--- src/hdl/tsc_defs.svh ---
// Purpose: Constants of the transmit timeslot channel control block
// Assumes: Included by its bare name
// Notes: Offsets are the low twelve address bits of the channel block
`ifndef TSC_DEFS_SVH
`define TSC_DEFS_SVH

// ----------------------------------------------------------------------------
// Register offsets
// ----------------------------------------------------------------------------
`define TSC_SLOT_CTRL_FIRST 12'h300
`define TSC_SLOT_CTRL_LAST 12'h317
`define TSC_SDLSR_ADDR 12'h10a
`define TSC_ID_ADDR 12'h1fe
`define TSC_REV_ADDR 12'h1ff

// ----------------------------------------------------------------------------
// Field positions
// ----------------------------------------------------------------------------
`define TSC_LAPD_SEL_HI 7
`define TSC_LAPD_SEL_LO 6
`define TSC_ZERO_SEL_HI 5
`define TSC_ZERO_SEL_LO 4
`define TSC_DE_SRC_HI 3
`define TSC_DE_SRC_LO 2

// ----------------------------------------------------------------------------
// Reset values and codes
// ----------------------------------------------------------------------------
`define TSC_SLOT_CTRL_RESET 8'h80
`define TSC_SDLSR_RESET 8'h00
`define TSC_DDS_CODE 8'h98
`define TSC_BIT7_MASK 8'h02
`define TSC_BIT8_MASK 8'h01
`define TSC_SLOT_COUNT 24

`endif

--- src/hdl/tsc_pkg.sv ---
// Purpose: Types of the transmit timeslot channel control block
// Assumes: Nothing beyond the standard language
// Notes: Enum order matches the two-bit field encodings
package tsc_pkg;

	// Transmitter choice for a D/E timeslot
	typedef enum logic [1:0] {
		LAPD_TX1,
		LAPD_TX2,
		LAPD_FROM_SDL,
		LAPD_TX3
	} tsc_lapd_sel_t;

	// Zero code suppression choice
	typedef enum logic [1:0] {
		ZS_NONE,
		ZS_BIT7,
		ZS_ALT,
		ZS_DDS
	} tsc_zero_sel_t;

	// One timeslot octet with its framing context
	typedef struct packed {
		logic [4:0] slot;
		logic de_slot;
		logic sig_frame;
		logic sig_bit;
		logic [7:0] octet;
	} tsc_slot_word_t;

endpackage

--- src/hdl/tsc_fifo.sv ---
// Purpose: Flop-based FIFO with valid and ready on both sides
// Assumes: Synchronous active-low reset, clock enable freezes all state
// Notes: Flags are registered from the next count
module tsc_fifo #(
	parameter int WIDTH = 16,
	parameter int DEPTH = 16
) (
	input wire logic clock,
	input wire logic resetn,
	input wire logic ce,
	input wire logic wr_valid,
	output logic wr_ready,
	input wire logic [WIDTH-1:0] wr_data,
	output logic rd_valid,
	input wire logic rd_ready,
	output logic [WIDTH-1:0] rd_data
);
	localparam int AW = $clog2(DEPTH);
	localparam int CW = $clog2(DEPTH + 1);

	logic [WIDTH-1:0] mem [DEPTH];
	logic [AW-1:0] wr_ptr;
	logic [AW-1:0] rd_ptr;
	logic [CW-1:0] count;

	wire do_wr = wr_valid & wr_ready;
	wire do_rd = rd_valid & rd_ready;
	wire [AW-1:0] next_wr_ptr = (wr_ptr == AW'(DEPTH - 1)) ? '0 : wr_ptr + AW'(1);
	wire [AW-1:0] next_rd_ptr = (rd_ptr == AW'(DEPTH - 1)) ? '0 : rd_ptr + AW'(1);
	wire [CW-1:0] next_count = (do_wr && !do_rd) ? count + CW'(1) :
		(!do_wr && do_rd) ? count - CW'(1) : count;

	assign rd_data = mem[rd_ptr];

	always_ff @(posedge clock) begin
		if (!resetn) begin
			wr_ptr <= '0;
			rd_ptr <= '0;
			count <= '0;
			wr_ready <= 1'b0;
			rd_valid <= 1'b0;
		end else if (ce) begin
			if (do_wr)
				wr_ptr <= next_wr_ptr;
			if (do_rd)
				rd_ptr <= next_rd_ptr;
			count <= next_count;
			wr_ready <= (next_count != CW'(DEPTH));
			rd_valid <= (next_count != '0);
		end
	end

	always_ff @(posedge clock) begin
		if (ce && do_wr)
			mem[wr_ptr] <= wr_data;
	end
endmodule

--- src/hdl/tsc_top.sv ---
// Purpose: Per-timeslot transmit channel control with identification registers
// Assumes: Inputs synchronous to clock; one octet per accepted input beat
// Notes: Bit 1 is the octet MSB, bit 8 its LSB, as on the line
// Overview of operation
// - Fixed read-only identification byte, writes ignored
// - Read-only revision byte, may change per revision
// - Twenty-four consecutive control registers, slot 0 first
// - Field selects transmitter 1, 2, 3 or the SDLSR-chosen D/E source
// - Every transmitter can feed its chosen D/E slots
// - Only transmitter 1 feeds the framing datalink
// - Code 00 passes, 01 stuffs bit 7
// - Alternate mode: bit 8, or bit 7 on signaling
// - DDS mode replaces zero octet with 0x98
`include "tsc_defs.svh"

module tsc_top
	import tsc_pkg::*;
#(
	parameter int SLOTS = `TSC_SLOT_COUNT,
	parameter int FIFO_DEPTH = 16,
	// Arbitrary neutral value
	parameter logic [7:0] DEVICE_ID = 8'h5c,
	// Arbitrary neutral value
	parameter logic [7:0] REVISION_ID = 8'h07
) (
	input wire logic clock,
	input wire logic resetn,
	input wire logic ce,
	input wire logic [11:0] reg_addr,
	input wire logic [7:0] reg_wdata,
	input wire logic reg_write,
	input wire logic reg_read,
	output logic [7:0] reg_rdata,
	input wire logic in_valid,
	output logic in_ready,
	input wire tsc_slot_word_t in_word,
	input wire logic [2:0][7:0] lapd_octet,
	input wire logic [3:0][7:0] de_source_octet,
	output logic [2:0] lapd_take,
	output logic de_source_take,
	input wire logic fdl_lapd1_bit,
	output logic fdl_bit,
	output logic out_valid,
	input wire logic out_ready,
	output tsc_slot_word_t out_word
);

	// ------------------------------------------------------------------------
	// Register storage
	// ------------------------------------------------------------------------
	logic [7:0] tx_timeslot_control [SLOTS];
	logic [7:0] signaling_datalink_select_register;

	// ------------------------------------------------------------------------
	// Address decode
	// ------------------------------------------------------------------------
	wire [11:0] slot_offset = reg_addr - `TSC_SLOT_CTRL_FIRST;
	wire hit_slot_ctrl = (reg_addr >= `TSC_SLOT_CTRL_FIRST) && (reg_addr <= `TSC_SLOT_CTRL_LAST);
	wire hit_sdlsr = (reg_addr == `TSC_SDLSR_ADDR);
	wire hit_id = (reg_addr == `TSC_ID_ADDR);
	wire hit_rev = (reg_addr == `TSC_REV_ADDR);
	wire [4:0] reg_slot = slot_offset[4:0];

	wire [7:0] slot_ctrl_read = hit_slot_ctrl ? tx_timeslot_control[reg_slot] : 8'h00;

	wire [7:0] id_read = hit_id ? DEVICE_ID : 8'h00;

	wire [7:0] rev_read = hit_rev ? REVISION_ID : 8'h00;

	wire [7:0] sdlsr_read = hit_sdlsr ? signaling_datalink_select_register : 8'h00;
	wire [7:0] next_rdata = slot_ctrl_read | id_read | rev_read | sdlsr_read;

	// ------------------------------------------------------------------------
	// Register writes
	// ------------------------------------------------------------------------
	// one register per timeslot
	genvar gi;
	generate
		for (gi = 0; gi < SLOTS; gi++) begin : g_slot
			wire slot_wr = reg_write && hit_slot_ctrl && (reg_slot == 5'(gi));
			always_ff @(posedge clock) begin
				if (!resetn)
					tx_timeslot_control[gi] <= `TSC_SLOT_CTRL_RESET;
				else if (ce && slot_wr)
					tx_timeslot_control[gi] <= reg_wdata;
			end
		end
	endgenerate

	always_ff @(posedge clock) begin
		if (!resetn)
			signaling_datalink_select_register <= `TSC_SDLSR_RESET;
		else if (ce && reg_write && hit_sdlsr)
			signaling_datalink_select_register <= reg_wdata;
	end

	// Read data stands one cycle after the strobe
	always_ff @(posedge clock) begin
		if (!resetn)
			reg_rdata <= 8'h00;
		else if (ce)
			reg_rdata <= reg_read ? next_rdata : 8'h00;
	end

	// ------------------------------------------------------------------------
	// Per-slot control lookup
	// ------------------------------------------------------------------------
	wire slot_in_range = (in_word.slot < 5'(SLOTS));
	wire [7:0] slot_ctrl = slot_in_range ? tx_timeslot_control[in_word.slot] : `TSC_SLOT_CTRL_RESET;
	wire tsc_lapd_sel_t lapd_select = tsc_lapd_sel_t'(slot_ctrl[`TSC_LAPD_SEL_HI:`TSC_LAPD_SEL_LO]);
	wire tsc_zero_sel_t zero_select = tsc_zero_sel_t'(slot_ctrl[`TSC_ZERO_SEL_HI:`TSC_ZERO_SEL_LO]);
	wire [1:0] de_slot_source_select =
		signaling_datalink_select_register[`TSC_DE_SRC_HI:`TSC_DE_SRC_LO];

	// ------------------------------------------------------------------------
	// D/E octet source
	// ------------------------------------------------------------------------
	logic [7:0] de_octet;
	logic [2:0] take_mask;
	logic take_sdl;

	always_comb begin
		de_octet = in_word.octet;
		take_mask = 3'b000;
		take_sdl = 1'b0;
		unique case (lapd_select)
			LAPD_TX1: begin
				de_octet = lapd_octet[0];
				take_mask = 3'b001;
			end
			LAPD_TX2: begin
				de_octet = lapd_octet[1];
				take_mask = 3'b010;
			end
			LAPD_FROM_SDL: begin
				de_octet = de_source_octet[de_slot_source_select];
				take_sdl = 1'b1;
			end
			LAPD_TX3: begin
				de_octet = lapd_octet[2];
				take_mask = 3'b100;
			end
		endcase
	end

	// any transmitter on its D/E slots
	wire [7:0] slot_octet = in_word.de_slot ? de_octet : in_word.octet;

	// ------------------------------------------------------------------------
	// Zero code suppression
	// ------------------------------------------------------------------------
	wire octet_zero = (slot_octet == 8'h00);
	wire upper_zero = (slot_octet[7:1] == 7'h00);
	logic [7:0] coded_octet;

	always_comb begin
		coded_octet = slot_octet;
		unique case (zero_select)
			ZS_NONE:
				coded_octet = slot_octet;
			ZS_BIT7:
				coded_octet = octet_zero ? (slot_octet | `TSC_BIT7_MASK) : slot_octet;
			ZS_ALT: begin
				if (!in_word.sig_frame)
					coded_octet = octet_zero ? (slot_octet | `TSC_BIT8_MASK) : slot_octet;
				else
					coded_octet = (upper_zero && !in_word.sig_bit) ?
						(slot_octet | `TSC_BIT7_MASK) : slot_octet;
			end
			ZS_DDS:
				coded_octet = octet_zero ? `TSC_DDS_CODE : slot_octet;
		endcase
	end

	// ------------------------------------------------------------------------
	// Word into the FIFO
	// ------------------------------------------------------------------------
	tsc_slot_word_t fifo_in_word;
	tsc_slot_word_t fifo_out_word;
	logic fifo_in_ready;
	logic fifo_out_valid;

	always_comb begin
		fifo_in_word = in_word;
		fifo_in_word.octet = coded_octet;
	end

	wire in_accept = in_valid && fifo_in_ready;
	wire out_load = !out_valid || out_ready;
	wire fifo_out_ready = out_load;

	assign in_ready = fifo_in_ready;

	tsc_fifo #(
		.WIDTH($bits(tsc_slot_word_t)),
		.DEPTH(FIFO_DEPTH)
	) u_fifo (
		.clock(clock),
		.resetn(resetn),
		.ce(ce),
		.wr_valid(in_valid),
		.wr_ready(fifo_in_ready),
		.wr_data(fifo_in_word),
		.rd_valid(fifo_out_valid),
		.rd_ready(fifo_out_ready),
		.rd_data(fifo_out_word)
	);

	// ------------------------------------------------------------------------
	// Transmitter handshakes
	// ------------------------------------------------------------------------
	// pulse the feeding transmitter
	always_ff @(posedge clock) begin
		if (!resetn) begin
			lapd_take <= 3'b000;
			de_source_take <= 1'b0;
		end else if (ce) begin
			lapd_take <= (in_accept && in_word.de_slot) ? take_mask : 3'b000;
			de_source_take <= in_accept && in_word.de_slot && take_sdl;
		end
	end

	always_ff @(posedge clock) begin
		if (!resetn)
			fdl_bit <= 1'b0;
		else if (ce)
			fdl_bit <= fdl_lapd1_bit;
	end

	// ------------------------------------------------------------------------
	// Output register
	// ------------------------------------------------------------------------
	always_ff @(posedge clock) begin
		if (!resetn) begin
			out_valid <= 1'b0;
			out_word <= '0;
		end else if (ce && out_load) begin
			out_valid <= fifo_out_valid;
			if (fifo_out_valid)
				out_word <= fifo_out_word;
		end
	end

endmodule

--- config.mk ---
export PLATFORM = sky130hd
export DESIGN_NAME = tsc_top
export DESIGN_NICKNAME = d
export VERILOG_FILES = /design/src/hdl/tsc_pkg.sv /design/src/hdl/tsc_fifo.sv /design/src/hdl/tsc_top.sv
export VERILOG_INCLUDE_DIRS = /design/src /design/src/hdl
export SDC_FILE = /design/constraint.sdc
export NUM_CORES = 1
export LEC_CHECK = 0
export ABC_AREA = 1
export BUFFER_PORTS_ARGS = -buffer_cell sky130_fd_sc_hd__buf_2
export CAP_MARGIN = 25
export CORE_AREA = 2 2 192 194
export DETAILED_ROUTE_END_ITERATION = 12
export DIE_AREA = 0 0 194 196
export PLACE_DENSITY = 0.88
export SYNTH_ARGS = -nofsm -noshare
export SYNTH_HDL_FRONTEND = slang
export SYNTH_HIERARCHICAL = 1
export SYNTH_SLANG_ARGS = --single-unit
--- constraint.sdc ---
create_clock -name clock -period 5.29 [get_ports clock]
set_clock_uncertainty 0.1 [all_clocks]
set_input_delay 0.2645 -clock clock [delete_from_list [all_inputs] [get_ports clock]]
set_output_delay 0.2645 -clock clock [all_outputs]
set_load 0.1 [all_outputs]
==> run summary <==
Final setup TNS: 0 ns
Top-area cell type share of the netlist area: 0.585
Syn. warnings: 6
Synth async-reset ratio: 0
Setup Viol. Count Final: 0
Vias: 17900
Period minus WS final: 3.27 ns
Pin count of the biggest net entering global routing: 85
Syn_nets: 2260
Max Cap Viol: 0
Cells after synthesis: 2153
HPWL Detailed: 41600 um
Synth Flop Type: edfxtp_1
Initial DRT Pass Iterations: 6
Synth area leader: edfxtp_1
CTS tree: built
Number of synthesized flops with an enable pin: 448
Post-DRT Antenna Nets: 0
Post-synthesis sequential area ratio: 0.635
First-pass GRT wire length: 96600 um
Detailed-route wire length: 64300 um
Leak Pwr: 9.47 nW
Hold EP: u_fifo/mem[8][15]
WS Path Type: register to register
Die height: 196 um
Final hold slack: 0.0291 ns
Die X: 194 um
Start of the worst register-to-register path: signaling_datalink_select_register[2]
Worst skew pair latency: 0.60 ns
GRT overflow: 0
PortBufs: 130
Setup WS pre-CTS: 1.66 ns
Initial Util: 0.637
Slew Limit Fails: 0
Period utilization: 0.618
Initial DRC Count: 2313
Final Cell Area: 25700 um^2
Worst Tran Pin Value: 1.12 ns
Final Hold Vio Count: 0
Outcome: completed
FP Rows: 70
Post-CTS sizing: 0
Area delta synth->final: 11.6%
DR WL/cell: 23.1 um
Avg Cell Area, Syn: 10.7 um^2
Total power: 8.89 mW
FMAX: 306 MHz
R2R Setup Slk: 2.02 ns
Drt via density: 6.45
I/O pin count: 131
Tightest Hold Check Type: input port to register
Synthesized cell area: 23000 um^2
Area of the core: 36100 um^2
Die area: 38000 um^2
Vias in the first global route: 17300
Placer Congestion: 0.953
CTS H-Tree Depth: 2
Post CTS Setup Buffer Count: 0
Crit-path max FO: 19
Root Buffer: clkbuf_16
Reg-to-Reg End: u_fifo/mem[9][7]
DRC violations left: 0
Critical path arrival: 3.49 ns
Post-route setup slack: 2.02 ns
Element type at the critical path start: register
Placed instance area: 24000 um^2
Global Route Usage Sum: 0.331
Critical Path RT: 5.51 ns
Hold path depth: 1
Worst setup EP type: register
Synth Register Bits: 505
Max-slew headroom: 0.249
Clk buf depth: 3
Final layout net count: 2381
Pwr/cell area: 346 nW/um^2
R2R depth: 12
Synth unique cells: 49
RSZ-0062 raised after global routing: no
CTS sink cnt: 505
Worst-path clk slew: 0.06 ns
Initial antenna violation count: 0
Worst vdd ir: 0.000375 V
Share of layout cells above drive strength 1: 0.135
Source of the worst hold timing path: in_word[15]
CTS Buf Count: 49
Area contributors post-synth: edfxtp_1 (59%), dfxtp_1 (5.0%), nor2_1 (4.9%), o21ai_0 (4.3%), nand2_1 (3.6%)
-- report_power, final --
| part | switching, mW | leakage (nW) | internal (mW) |
|---|---|---|---|
| logic | 0.717 | 4.14 | 0.314 |
| registers | 0.101 | 4.61 | 4.46 |
| clock network | 1.47 | 0.717 | 1.82 |
-- state kept, by name (all words and copies together), names as in the netlist, named ones only --
signal	flops
u_fifo/mem	256
tx_timeslot_control	192
out_word	16
reg_rdata	8
signaling_datalink_select_register	8
u_fifo/count	5
u_fifo/rd_ptr	4
u_fifo/wr_ptr	4
lapd_take	3
de_source_take	1
fdl_bit	1
out_valid	1
u_fifo/rd_valid	1
u_fifo/wr_ready	1
-- worst max-delay path: stages, from the launching register on --
cell and delay (ns):
dfxtp_1 0.67, inv_1 0.34, o21ai_0 0.25, o22ai_1 0.14, o21ai_0 0.19, nand3_1 0.09
nand2_1 0.09, nand2_2 0.18, nor2_4 0.16, inv_1 0.07, nor2_2 0.17, nand3b_2 0.12
nand2_1 0.43
-- layout by cell type, fill, tap and decap left out, types with 4 or more instances in the layout --
master,instances
buf_4,31
o21ai_1,4
mux2i_1,65
clkbuf_1,11
nor2_1,285
a211oi_1,9
nor3_1,24
inv_2,6
clkinv_2,6
nand2_1,222
nor4_1,4
a21oi_1,117
buf_2,140
buf_16,4
clkinv_1,22
inv_1,222
o31ai_1,7
nor3_2,4
clkinvlp_4,4
edfxtp_1,448
nand3_2,4
a22oi_1,4
o21ai_0,196
dfxtp_1,55
clkbuf_8,5
nand4_1,9
nor2_2,22
clkbuf_16,49
o22a_1,8
o211ai_1,75
a22o_1,8
nand2_2,8
o221ai_1,24
ha_1,7
dlygate4sd3_1,5
nand3_1,97
o22ai_1,66
-- metal layers --
layer  vias to the layer above  GRT usage  wire (um)
met5                         -          0          0
li1                       7876          -          -
met2                      1300      0.550      31200
met4                         0      0.171       3150
met1                      8526      0.423      22900
met3                       244     0.0548       7060
-- timing repair --
action,4_1_cts,5_1_grt
hold endpoints to repair,35,0
hold buffers,5,0
endpoints found under the setup margin,0,0
-- logic make-up (layout without fill, tap and decap cells) --
kind of cell    Yosys count  in the layout  share of synthesized area
compound gates          532            532                      0.140
fa+ha+maj                 7              7                    0.00381
buf+inv                 358            517                     0.0681
flops                   505            505                      0.635
mux                      65             65                     0.0283
other cells               0              1                          0
simple gates            686            686                      0.125
-- synth_stat cells (all sizes together) (9+ instances only) --
| library cell | n |
|---|---|
| nand3 | 101 |
| o221ai | 24 |
| clkbuf | 69 |
| nor2 | 308 |
| o21ai | 203 |
| mux2i | 65 |
| nand2 | 232 |
| dfxtp | 57 |
| o211ai | 77 |
| a211oi | 9 |
| nand4 | 9 |
| o22ai | 66 |
| clkinv | 11 |
| buf | 49 |
| a21oi | 120 |
| inv | 229 |
| edfxtp | 448 |
| nor3 | 28 |
-- cell type report --
class	count	area, um^2
Antenna cell	1	2.50
Clock buffer	65	1340
Clock inverter	24	149
Fill cell	2418	10400
Inverter	240	908
Multi-Input combinational cell	1290	6870
Sequential cell	505	14600
Tap cell	468	586
Timing Repair Buffer	188	1210
-- through the flow --
| step | util | instances |
|---|---|---|
| finish | 0.711 | 2781 |
| global route | 0.711 | 2780 |
| floorplan | - | 2153 |
| detailed placement | 0.666 | 2674 |
| global placement | 0.661 | 2662 |
| CTS | 0.708 | 2768 |
-- how the worst max path moves through the flow --
stage / from / end / slack, ns / cells after the start
floorplan: u_fifo/wr_ready / u_fifo/mem[0][0] / 2.37 / 6
global placement: in_word[11] / u_fifo/mem[1][7] / 1.86 / 18
detailed placement: in_word[11] / u_fifo/mem[9][7] / 1.66 / 18
CTS: signaling_datalink_select_register[2] / u_fifo/mem[9][7] / 2.12 / 12
global route: signaling_datalink_select_register[2] / u_fifo/mem[9][7] / 1.73 / 12
finish: signaling_datalink_select_register[2] / u_fifo/mem[9][7] / 2.02 / 12
Note: power is estimated with default switching activity, not from simulation.
